<file path="config.mk">
export PLATFORM = sky130hd
export DESIGN_NAME = sasp_top
export DESIGN_NICKNAME = d
export VERILOG_FILES = /design/src/design/sasp_pkg.sv /design/src/design/sasp_top.sv /design/src/design/sasp_fifo.sv
export SDC_FILE = /design/constraint.sdc
export NUM_CORES = 1
export LEC_CHECK = 0
export BUFFER_PORTS_ARGS = -buffer_cell sky130_fd_sc_hd__buf_2
export CAP_MARGIN = 5
export CORE_MARGIN = 5
export CORE_UTILIZATION = 50
export CTS_BUF_LIST = sky130_fd_sc_hd__clkbuf_8
export CTS_CLUSTER_SIZE = 24
export DETAILED_ROUTE_END_ITERATION = 12
export MAX_ROUTING_LAYER = met4
export PLACE_DENSITY = 0.78
export SYNTH_ARGS = -nofsm -noshare
export SYNTH_HDL_FRONTEND = slang
export SYNTH_SLANG_ARGS = --single-unit
</file>
<file path="constraint.sdc">
create_clock -name ref_clk -period 3.12 [get_ports ref_clk]
set_clock_uncertainty 0.1 [all_clocks]
set_input_delay 0.156 -clock ref_clk [delete_from_list [all_inputs] [get_ports ref_clk]]
set_output_delay 0.156 -clock ref_clk [all_outputs]
set_load 0.005 [all_outputs]
</file>
<file path="src/design/sasp_pkg.sv">
// Shared constants and types for the stereo audio serial port
package sasp_pkg;
  localparam int SASP_FIFO_BYTES = 64;
  localparam int SASP_SAMPLE_W = 16;
  localparam int SASP_FIFO_DEPTH = SASP_FIFO_BYTES / 2;
  localparam int SASP_PRESC_W = 5;
  localparam int SASP_SLOT_W = 4;
  localparam logic [SASP_SLOT_W-1:0] SASP_LAST_BIT16 = 4'hF;
  localparam logic [SASP_SLOT_W-1:0] SASP_LAST_BIT8 = 4'h7;
  localparam logic [SASP_SLOT_W-1:0] SASP_LOAD_POS_I2S = 4'h1;
  localparam logic [SASP_SLOT_W-1:0] SASP_LOAD_POS_MSBJ = 4'h0;
  localparam logic SASP_BCLK_RST = 1'b0;
  localparam logic SASP_LRCK_RST = 1'b0;
  localparam logic [SASP_PRESC_W-1:0] SASP_PRESC_RST = 5'h00;

  typedef struct packed {
    logic tx_en;
    logic rx_en;
    logic msb_just;
    logic width16;
    logic [SASP_PRESC_W-1:0] master_div;
    logic [SASP_PRESC_W-1:0] codec_div;
  } sasp_cfg_t;

  typedef struct packed {
    logic serial_bit_clock;
    logic channel_select_clock;
    logic sdo;
    logic codec_clock;
  } sasp_ser_t;
endpackage

</file>
<file path="src/design/sasp_top.sv">
// Stereo audio serial port: DMA queues, prescalers, channel sequencer, shifter
//
// Summary of operation
// - Inter-IC sound or MSB-justified framing selectable
// - Queues serviced by DMA requests only
// - Transmit and receive independently or together
// - Eight or sixteen bits per channel
// - Two 64-byte queues, transmit and receive
// - Bus writes transmit, reads receive queue
// - State machine governs receive bus and queue access
// - Two 5-bit prescalers: master and codec
// - Master bit clock from prescaled master clock
// - Channel sequencer makes bit and select clocks
// - 16-bit shifter serialises and assembles samples
// - Exactly one stereo port, DMA operated
`timescale 1ns/1ps
module sasp_top #(
  parameter int FIFO_DEPTH = sasp_pkg::SASP_FIFO_DEPTH
) (
  // Clock and reset
  input wire logic ref_clk,
  input wire logic resetn,
  // Static configuration
  input wire sasp_pkg::sasp_cfg_t cfg,
  // Transmit DMA
  output logic tx_dma_req,
  input wire logic tx_dma_ack,
  input wire logic [sasp_pkg::SASP_SAMPLE_W-1:0] tx_dma_data,
  // Receive DMA
  output logic rx_dma_req,
  input wire logic rx_dma_ack,
  output logic [sasp_pkg::SASP_SAMPLE_W-1:0] rx_dma_data,
  // Codec link
  output sasp_pkg::sasp_ser_t ser,
  input wire logic sdi
);
  import sasp_pkg::*;

  localparam int CW = $clog2(FIFO_DEPTH) + 1;

  typedef enum logic [1:0] {BF_IDLE, BF_FETCH, BF_HOLD} sasp_bus_st_t;
  typedef enum logic {CH_IDLE, CH_RUN} sasp_ch_st_t;

  // Queues
  logic tx_push, tx_pop, tx_full, tx_empty;
  logic rx_push, rx_pop, rx_full, rx_empty;
  logic [SASP_SAMPLE_W-1:0] tx_q_data, rx_q_data, rx_push_data;
  logic [CW-1:0] tx_count, rx_count;

  sasp_fifo #(.W(SASP_SAMPLE_W), .DEPTH(FIFO_DEPTH)) u_transmit_queue (
    .ref_clk(ref_clk),
    .resetn(resetn),
    .push(tx_push),
    .push_data(tx_dma_data),
    .pop(tx_pop),
    .pop_data(tx_q_data),
    .full(tx_full),
    .empty(tx_empty),
    .count(tx_count)
  );

  sasp_fifo #(.W(SASP_SAMPLE_W), .DEPTH(FIFO_DEPTH)) u_receive_queue (
    .ref_clk(ref_clk),
    .resetn(resetn),
    .push(rx_push),
    .push_data(rx_push_data),
    .pop(rx_pop),
    .pop_data(rx_q_data),
    .full(rx_full),
    .empty(rx_empty),
    .count(rx_count)
  );

  // Bus and queue control state machine
  sasp_bus_st_t bus_st_ff, nxt_bus_st;
  logic tx_req_ff, nxt_tx_req, rx_req_ff, nxt_rx_req;
  logic [SASP_SAMPLE_W-1:0] rx_data_ff, nxt_rx_data;

  always_comb begin
    nxt_bus_st = bus_st_ff;
    nxt_rx_req = rx_req_ff;
    nxt_rx_data = rx_data_ff;
    rx_pop = 1'b0;
    tx_push = tx_dma_ack && tx_req_ff;
    nxt_tx_req = cfg.tx_en && ((tx_count + CW'(tx_push)) < CW'(FIFO_DEPTH));
    case (bus_st_ff)
      BF_IDLE: begin
        if (cfg.rx_en && !rx_empty) begin
          nxt_bus_st = BF_FETCH;
        end
      end
      BF_FETCH: begin
        rx_pop = 1'b1;
        nxt_rx_data = rx_q_data;
        nxt_rx_req = 1'b1;
        nxt_bus_st = BF_HOLD;
      end
      BF_HOLD: begin
        if (rx_dma_ack) begin
          nxt_rx_req = 1'b0;
          nxt_bus_st = BF_IDLE;
        end
      end
      default: begin
        nxt_bus_st = BF_IDLE;
        nxt_rx_req = 1'b0;
      end
    endcase
  end

  always_ff @(posedge ref_clk or negedge resetn) begin
    if (!resetn) begin
      bus_st_ff <= BF_IDLE;
      tx_req_ff <= 1'b0;
      rx_req_ff <= 1'b0;
      rx_data_ff <= '0;
    end else begin
      bus_st_ff <= nxt_bus_st;
      tx_req_ff <= nxt_tx_req;
      rx_req_ff <= nxt_rx_req;
      rx_data_ff <= nxt_rx_data;
    end
  end

  assign tx_dma_req = tx_req_ff;
  assign rx_dma_req = rx_req_ff;
  assign rx_dma_data = rx_data_ff;

  // Dual prescaler
  logic [SASP_PRESC_W-1:0] mdiv_ff, nxt_mdiv, cdiv_ff, nxt_cdiv;
  logic codec_clk_ff, nxt_codec_clk, mtick;

  always_comb begin
    mtick = (mdiv_ff >= cfg.master_div);
    nxt_mdiv = mtick ? SASP_PRESC_RST : mdiv_ff + 5'h01;
    nxt_codec_clk = codec_clk_ff;
    nxt_cdiv = cdiv_ff + 5'h01;
    if (cdiv_ff >= cfg.codec_div) begin
      nxt_cdiv = SASP_PRESC_RST;
      nxt_codec_clk = !codec_clk_ff;
    end
  end

  always_ff @(posedge ref_clk or negedge resetn) begin
    if (!resetn) begin
      mdiv_ff <= SASP_PRESC_RST;
      cdiv_ff <= SASP_PRESC_RST;
      codec_clk_ff <= 1'b0;
    end else begin
      mdiv_ff <= nxt_mdiv;
      cdiv_ff <= nxt_cdiv;
      codec_clk_ff <= nxt_codec_clk;
    end
  end

  // Channel sequencer and sample shifter
  sasp_ch_st_t ch_st_ff, nxt_ch_st;
  logic bclk_ff, nxt_bclk, lrck_ff, nxt_lrck, sdo_ff, nxt_sdo;
  logic primed_ff, nxt_primed;
  logic [SASP_SLOT_W-1:0] cnt_ff, nxt_cnt, last_bit, load_pos;
  logic [SASP_SAMPLE_W-1:0] tx_sh_ff, nxt_tx_sh, rx_sh_ff, nxt_rx_sh;
  logic run, rise_ev, fall_ev, load_ev;

  always_comb begin
    run = cfg.tx_en || cfg.rx_en;
    last_bit = cfg.width16 ? SASP_LAST_BIT16 : SASP_LAST_BIT8;
    load_pos = cfg.msb_just ? SASP_LOAD_POS_MSBJ : SASP_LOAD_POS_I2S;
    nxt_ch_st = ch_st_ff;
    nxt_bclk = bclk_ff;
    nxt_lrck = lrck_ff;
    nxt_cnt = cnt_ff;
    nxt_tx_sh = tx_sh_ff;
    nxt_rx_sh = rx_sh_ff;
    nxt_sdo = sdo_ff;
    nxt_primed = primed_ff;
    rise_ev = 1'b0;
    fall_ev = 1'b0;
    load_ev = 1'b0;
    tx_pop = 1'b0;
    rx_push = 1'b0;
    rx_push_data = cfg.width16 ? rx_sh_ff : {8'h00, rx_sh_ff[7:0]};
    case (ch_st_ff)
      CH_IDLE: begin
        nxt_bclk = SASP_BCLK_RST;
        nxt_lrck = SASP_LRCK_RST;
        nxt_cnt = last_bit;
        nxt_primed = 1'b0;
        nxt_sdo = 1'b0;
        if (run) begin
          nxt_ch_st = CH_RUN;
        end
      end
      CH_RUN: begin
        // bit clock toggles on master tick
        if (mtick) begin
          nxt_bclk = !bclk_ff;
          rise_ev = !bclk_ff;
          fall_ev = bclk_ff;
        end
        if (rise_ev) begin
          nxt_rx_sh = {rx_sh_ff[SASP_SAMPLE_W-2:0], sdi};
        end
        if (fall_ev) begin
          if (cnt_ff >= last_bit) begin
            nxt_cnt = '0;
            nxt_lrck = !lrck_ff;
          end else begin
            nxt_cnt = cnt_ff + 4'h1;
          end
          load_ev = (nxt_cnt == load_pos);
          if (load_ev) begin
            tx_pop = cfg.tx_en && !tx_empty;
            nxt_tx_sh = !tx_pop ? '0 : cfg.width16 ? tx_q_data : {tx_q_data[7:0], 8'h00};
            rx_push = cfg.rx_en && primed_ff && !rx_full;
            nxt_primed = 1'b1;
          end else begin
            nxt_tx_sh = {tx_sh_ff[SASP_SAMPLE_W-2:0], 1'b0};
          end
          nxt_sdo = nxt_tx_sh[SASP_SAMPLE_W-1];
        end
        if (!run && fall_ev) begin
          nxt_ch_st = CH_IDLE;
        end
      end
      default: begin
        nxt_ch_st = CH_IDLE;
      end
    endcase
  end

  always_ff @(posedge ref_clk or negedge resetn) begin
    if (!resetn) begin
      ch_st_ff <= CH_IDLE;
      bclk_ff <= SASP_BCLK_RST;
      lrck_ff <= SASP_LRCK_RST;
      sdo_ff <= 1'b0;
      cnt_ff <= SASP_LAST_BIT16;
      tx_sh_ff <= '0;
      rx_sh_ff <= '0;
      primed_ff <= 1'b0;
    end else begin
      ch_st_ff <= nxt_ch_st;
      bclk_ff <= nxt_bclk;
      lrck_ff <= nxt_lrck;
      sdo_ff <= nxt_sdo;
      cnt_ff <= nxt_cnt;
      tx_sh_ff <= nxt_tx_sh;
      rx_sh_ff <= nxt_rx_sh;
      primed_ff <= nxt_primed;
    end
  end

  assign ser.serial_bit_clock = bclk_ff;
  assign ser.channel_select_clock = lrck_ff;
  assign ser.sdo = sdo_ff;
  assign ser.codec_clock = codec_clk_ff;
endmodule

</file>
<file path="src/design/sasp_fifo.sv">
// Sample queue with count, used for transmit and receive directions
`timescale 1ns/1ps
module sasp_fifo #(
  parameter int W = 16,
  parameter int DEPTH = 32
) (
  // Clock and reset
  input wire logic ref_clk,
  input wire logic resetn,
  // Fill side
  input wire logic push,
  input wire logic [W-1:0] push_data,
  // Drain side
  input wire logic pop,
  output logic [W-1:0] pop_data,
  // Level
  output logic full,
  output logic empty,
  output logic [$clog2(DEPTH):0] count
);
  localparam int AW = $clog2(DEPTH);
  logic [W-1:0] mem [DEPTH];
  logic [AW-1:0] wr_ff, rd_ff, nxt_wr, nxt_rd;
  logic [AW:0] cnt_ff, nxt_cnt;
  logic do_push, do_pop;

  always_comb begin
    do_push = push && (cnt_ff != AW'(0) + (AW+1)'(DEPTH));
    do_pop = pop && (cnt_ff != '0);
    nxt_wr = do_push ? wr_ff + AW'(1) : wr_ff;
    nxt_rd = do_pop ? rd_ff + AW'(1) : rd_ff;
    nxt_cnt = cnt_ff + (AW+1)'(do_push) - (AW+1)'(do_pop);
  end

  always_ff @(posedge ref_clk or negedge resetn) begin
    if (!resetn) begin
      wr_ff <= '0;
      rd_ff <= '0;
      cnt_ff <= '0;
    end else begin
      wr_ff <= nxt_wr;
      rd_ff <= nxt_rd;
      cnt_ff <= nxt_cnt;
    end
  end

  always_ff @(posedge ref_clk) begin
    if (do_push) begin
      mem[wr_ff] <= push_data;
    end
  end

  assign pop_data = mem[rd_ff];
  assign count = cnt_ff;
  assign full = (cnt_ff == (AW+1)'(DEPTH));
  assign empty = (cnt_ff == '0);
endmodule

</file>
==> flow_summary.ini, run 1 <==
[status]
status = finished, final reports clean

[setup_path]
cp_max_fo = 2
r2r_setup_slack_ps = 30
end_kind = flip-flop
r2r-end = u_transmit_queue.count[5]
r2r_cells = 16
cp.arrival_ps = 3720
required_ps = 3750
critPathLaunch = cnt_ff[3]
r2r-start = cnt_ff[3]
startpoint_type = flip-flop
worstSetupPathType = flip-flop to flip-flop

[routing]
viasPerCell = 5.891
drtAntennaViolNets = 0
drtPass1Iterations = 6
routedWlPerCell_um = 25.26
totalWireLength_um = 95360
drc = 0
vias = 22240
drt_iter0_drc = 2521

[synth]
postSynth.asyncResetShare_pct = 9.139
ys_seq_elements = 1127
synth_top_area_share_pct = 69.18
synth.distinct_cells = 62
seq_area_frac_synth_pct = 74.99
synth_ff_type = edfxtp_1
synth_area_leaders = edfxtp_1, mux4_2, dfrtp_1
synth_top_area_cell = edfxtp_1
postSynthCellCount = 2159
ys_warn_count = 0
syn_avg_cell_area_um2 = 20.59
synth_edf_count = 1024
syn-cell-area_mm2 = 0.04445
syn_nets = 2240

[final_layout]
nNetsFinal = 2548
layout.cells.non_filler = 3775
drive_gt1_share_pct = 30.08
syn_to_final_growth_pct = 14.46
num-fill-cells = 6230

[grt]
grt_usage_pct = 20.89
grt_antenna_before_repair = 5
grt_pass1_wl_um = 144400
grt_max_degree = 59
grt_pass1_vias = 23280
grt-ovfl-total = 0

[sta]
slew_violations = 0
worst_pin_slew_ps = 1139
timing_hold_violations_final = 0
fin_crit_sh_pct = 98.98
setup_slack_ps = 31.69
max_clock_freq_mhz = 323.8
period_minus_slack_ps = 3088
relSlewSlack_pct = 24.05
finalSetupViolCount = 0
rsz0062_at_grt = yes

[placement]
numPlacedInstances = 3427
dp_hpwl_um = 59630
dp_slack_ps = -41.93
gp_congestion = 0.8523
port-buffer-count = 56

[die]
die_width_um = 308.2
die_y_um = 308.2
pin_count = 57
rows = 109
die-area_mm2 = 0.09496
start_util_pct = 50.30
coreArea_mm2 = 0.08837

[clock_network]
ctsHtreeMaxLevel = 4
clk_latency_ps = 850
clock_sinks = 1127
clkTransAtPathRegs_ps = 60
root_buffer = clkbuf_8
cts_tree = yes
cts_buffers = 167
cts.path.max_buffers = 3

[pwr]
power_density_mw_per_mm2 = 767.0
irDropWorstVdd_v = 0.0007897
finalPower_mw = 39.02
leakagePower_nw = 17.11

[min_path]
min_to = ch_st_ff
hp-class = primary input to flip-flop
min_path_cells = 3
hold_start = cfg[13]

[job]
max_cap_violations = 0
==> state kept, by name, indices dropped and copies added (netlist names) <==
| name | cells |
|---|---|
| cdiv_ff | 5 |
| lrck_ff | 1 |
| bus_st_ff | 2 |
| u_transmit_queue.rd_ff | 5 |
| tx_dma_req | 1 |
| u_receive_queue.mem | 512 |
| codec_clk_ff | 1 |
| u_transmit_queue.wr_ff | 5 |
| bclk_ff | 1 |
| u_transmit_queue.count | 6 |
| mdiv_ff | 5 |
| tx_sh_ff | 15 |
| rx_dma_req | 1 |
| u_receive_queue.count | 6 |
| rx_dma_data | 16 |
| u_receive_queue.wr_ff | 5 |
| primed_ff | 1 |
| cnt_ff | 4 |
| sdo_ff | 1 |
| u_transmit_queue.mem | 512 |
| rx_sh_ff | 16 |
| ch_st_ff | 1 |
| u_receive_queue.rd_ff | 5 |
==> synthesized netlist by cell type (all sizes together), types with 10 or more instances <==
library cell and count:
edfxtp 1024, mux4 282, nor2 115, dfrtp 99, buf 63, mux2i 61
nand2 57, clkbuf 51, inv 45, ha 44, nand3 29, o21ai 29
a21oi 28, mux2 25, a22oi 22, and2 19, xnor2 18, xor2 13
nor3 12, and3 11, nor2b 11, a211oi 10
==> stage by stage <==
stage	instance area (µm²)	TNS (ps)	util [%]	hold WS (ps)
after floorplan	44520	-35.26	-	-239.6
after global placement	47360	0	53.59	185.0
after detailed placement	47360	-935.8	53.59	217.8
after CTS	50740	-10.25	57.41	22.30
after global routing	50870	-160.1	57.56	71.00
final	50880	0	57.57	72.66
==> power breakdown <==
group          total [mW]  switching [mW]  internal (mW)
Clock                10.9            5.49           5.36
Combinational        9.47            4.75           4.71
Sequential           18.7            1.13           17.6
==> kinds of logic after synthesis <==
family | after synthesis | share of synthesized area, %
mux | 368 | 16.30
compound gates | 135 | 1.999
buf+inv | 160 | 1.683
xor+xnor | 31 | 0.6108
simple gates | 292 | 3.085
flops | 1127 | 74.99
fa+ha+maj | 46 | 1.329
==> how the worst max path moves through the flow <==
| stage | end | slack [ps] | cells after the start |
|---|---|---|---|
| 6_report | u_transmit_queue.count[5] | 30 | 16 |
| 5_1_grt | u_transmit_queue.count[4] | -90 | 17 |
| 4_1_cts | u_receive_queue.mem[26][9] | -4 | 10 |
| 3_5_place_dp | u_receive_queue.mem[4][15] | -40 | 10 |
| 3_3_place_gp | u_transmit_queue.count[4] | 10 | 17 |
| 2_1_floorplan | u_transmit_queue.count[4] | -30 | 18 |
==> layout by cell type, fill, tap and decap left out, types with 9 or more instances in the layout <==
master         instances
dfrtp_1               92
nor2b_1               10
and2_1                19
ha_1                  39
a21oi_1               23
a211oi_1               9
buf_2                 55
mux2_1                13
edfxtp_1            1024
dlygate4sd3_1         32
xor2_1                12
nor2_1                93
buf_4                131
mux2_2                12
nor3_1                11
buf_12                32
clkinv_2              17
and3_1                11
nand3_1               26
xnor2_1               18
mux2i_1               61
o21ai_1               20
clkbuf_8             170
nor2_2                22
nand2_1               56
clkinv_1              36
inv_1                108
mux4_2               281
a22oi_1               22
==> layer usage <==
metal	global-route usage, %	share of wire, %	wire, µm	up-vias
met2	34.68	52	49780	1058
li1	-	-	-	9433
met5	-	0	0	-
met4	6.948	2.5	2388	0
met1	26.18	37	35740	11570
met3	4.216	7.8	7460	178
==> layout make-up <==
cell class,count,area (µm²),area share [%]
Sequential cell,1127,33350,65.56
Clock inverter,138,699.4,1.375
Antenna cell,4,10.01,0.01967
Inverter,46,178.9,0.3517
Timing Repair Buffer,253,2286,4.493
Multi-Input combinational cell,872,10550,20.74
Clock buffer,170,2340,4.599
Tap cell,1165,1458,2.865
==> critical path, stage by stage (launching register included) <==
cell	delay (ps)
dfstp_2	550
ha_4	210
a31oi_2	200
nand2_1	80
a31oi_1	200
or2_1	160
or2_4	140
clkinv_4	60
ha_4	250
inv_2	30
ha_4	150
buf_4	120
a21o_1	150
a21oi_2	180
o21bai_1	80
a21oi_1	190
xor2_1	160
==> what timing repair did <==
item,CTS,global route
hold buffers,30,3
buffers inserted,0,3
endpoints found under the setup margin,36,168
gates resized for setup,6,12
pin swaps,0,13
endpoints found under the hold margin,640,5
Note: power is estimated with default switching activity, not from simulation.
==> run 2, diff against run 1 <==
==> constraint.sdc (replaced) <==
create_clock -name ref_clk -period 2.6 [get_ports ref_clk]
set_clock_uncertainty 0.1 [all_clocks]
set_input_delay 0.13 -clock ref_clk [delete_from_list [all_inputs] [get_ports ref_clk]]
set_output_delay 0.13 -clock ref_clk [all_outputs]
set_load 0.02 [all_outputs]
==> run 2 against run 1 <==
  * The run now ends with negative hold slack, negative setup slack left
  * Global-route usage up 0.86 points
  * Hold slack lost 100 ps
  * Critical path depth down 1
  * Register-to-register slack got worse by 570 ps
  * Sequential cell count is the same
  * Fmax is 1.7% lower
  * Critical path type unchanged
  * Critical endpoint is now u_transmit_queue.count[2]
  * Highest routed layer unchanged
==> flow_summary.ini, run 2 (synthesis results as in run 1) <==
[setup_path]
r2r-start = cnt_ff[3]
crit_path_max_incr_delay_ps = 550
critical_path.most_common_cell = ha_4
critPathLaunch = cnt_ff[3]
critPathTopFamily = adder cells
worst-path-buf-inv = 5
end_kind = flip-flop
slowest_stage = dfstp_2
cp_max_fo = 2
startpoint_type = flip-flop
cp_cell_sequence = ha_4 > a31o_4 > nor2_4 > a21oi_2 > or2_1 > or2_4 > clkinv_4 > ha_4 > inv_4 > ha_4 > inv_2 > fa_2 > buf_4 > buf_6 > xnor2_2
worstSetupPathType = flip-flop to flip-flop
cp.arrival_ps = 3760
required_ps = 3220

[job]
max_cap_violations = 0

[clock_network]
cts.path.max_buffers = 3
cts_buffers = 172
ctsHtreeMaxLevel = 4
clkTransAtPathRegs_ps = 60
clk_latency_ps = 850
clock_sinks = 1127
cts_tree = yes
root_buffer = clkbuf_8

[die]
start_util_pct = 50.30
rows = 109
die-area_mm2 = 0.09496
die_y_um = 308.2
coreArea_mm2 = 0.08837
die_width_um = 308.2
pin_count = 57

[grt]
grt-ovfl-total = 0
grt_pass1_vias = 24280
grt_pass1_wl_um = 150000
grt_usage_pct = 21.75
grt_antenna_before_repair = 4
grt_max_degree = 80

[routing]
viasPerCell = 5.967
drtPass1Iterations = 5
routedWlPerCell_um = 26.74
drtAntennaViolNets = 0
vias = 23550
totalWireLength_um = 105500
drc = 0
drt_iter0_drc = 2680

[final_layout]
num-fill-cells = 5764
syn_to_final_growth_pct = 20.99
register_area_mm2 = 0.03335
nNetsFinal = 2726
drive_gt1_share_pct = 37.78
reg_top3 = u_receive_queue.mem (512), u_transmit_queue.mem (512)
layout_common_cells = edfxtp_1, mux4_2, buf_4, clkbuf_8, dfrtp_1
final_common_cell = edfxtp_1
multi_input_comb_area_mm2 = 0.01107
final_area_mm2 = 0.05378

[sta]
slew_violations = 0
period_minus_slack_ps = 3142
finalSetupViolCount = 529
rsz0062_at_grt = yes
hold_slack_ps = -29.70
max_clock_freq_mhz = 318.2
setup_slack_ps = -542.2
relSlewSlack_pct = 23.24
fin_crit_sh_pct = 120.9
worst_pin_slew_ps = 1151
timing_hold_violations_final = 5

[placement]
port-buffer-count = 56
dp_slack_ps = -580.0
gp_congestion = 0.8547
dp_hpwl_um = 62430
post_dp_cell_area_mm2 = 0.04858

[status]
violations = negative hold slack, negative setup slack
status = finished, violations left

[pwr]
p_int_mw = 35.70
leakagePower_nw = 18.35
irDropWorstVdd_v = 0.001330
netSwitchingFraction_pct = 29.45
power_density_mw_per_mm2 = 940.8
p_switching_mw = 14.90
clkPwrFrac_pct = 27.3
seqPwrFrac_pct = 43.7
comb_power_share_pct = 29.0

[min_path]
hp-class = primary input to flip-flop
hold_start = cfg[2]
## run 2: changes by cell type in the layout (fill, tap and decap cells not counted), sizes merged
cell / delta
buf: +161
bufinv: +3
clkbuf: +24
diode: -1
dlygate4sd3: -1
inv: -14
## run 2: power groups by stage
stage	Combinational, mW	Sequential (mW)	Clock (mW)
CTS	13.2	22.1	14.0
finish	14.7	22.1	13.8
detailed placement	12.7	22.5	0
floorplan	8.19	22.2	0
global placement	12.3	22.4	0
global route	15.6	22.2	15.0
## run 2: worst register-to-register path, stage by stage, from the launching register on
cell      delay [ps]
dfstp_2          550
ha_4             210
a31o_4           240
nor2_4           140
a21oi_2           80
or2_1            230
or2_4            260
clkinv_4          60
ha_4             190
inv_4             50
ha_4             120
inv_2             40
fa_2             350
buf_4            150
buf_6            110
xnor2_2          120
## run 2: final timing paths
| check | cells after the start | end | slack, ps |
|---|---|---|---|
| setup / recovery | 15 | u_transmit_queue.count[2] | -540 |
| hold / removal | 7 | cdiv_ff[1] | -30 |
| setup reg to reg | 15 | u_transmit_queue.count[2] | -540 |
| hold reg to reg | 1 | codec_clk_ff | 360 |
| max in group asynchronous | 4 | u_receive_queue.rd_ff[0] | 520 |
| min in group asynchronous | 4 | rx_sh_ff[9] | 350 |
## run 2: what timing repair did
item	4_1_cts	5_1_grt
hold buffers	31	1
buffers inserted	9	55
endpoints found under the hold margin	660	6
cloned	3	14
pin swaps	42	55
resized for setup	77	124
endpoints found under the setup margin	552	561
## run 2: area by class of cell
class	instances	area share, %
Sequential cell	1127	62.02
Multi-Input combinational cell	872	20.58
Timing Repair Buffer	426	8.341
Clock buffer	181	4.632
Tap cell	1165	2.710
Clock inverter	127	1.363
Inverter	46	0.3373
Antenna cell	3	0.01396
## run 2: stage by stage
step / cells / TNS, ps / hold slack, ps / utilization, % / power, mW
detailed placement: 3536 / -96110 / -38.06 / 54.97 / 35.20
CTS: 3885 / -41030 / 18.18 / 59.45 / 49.28
finish: 3947 / -88390 / -29.70 / 60.85 / 50.60
global placement: 3536 / -51290 / -49.45 / 54.97 / 34.69
global route: 3947 / -141070 / 10.08 / 60.85 / 52.81
floorplan: 2159 / -279290 / -265.6 / - / 30.39
## run 2: metal layers
layer  track usage, %  vias to the layer above  share of wire (%)
met5                -                        -                  0
met4            7.094                        0                2.9
met3            4.326                      226                8.3
met2            36.64                     1291                 53
met1            26.88                    12230                 36
li1                 -                     9809                  -
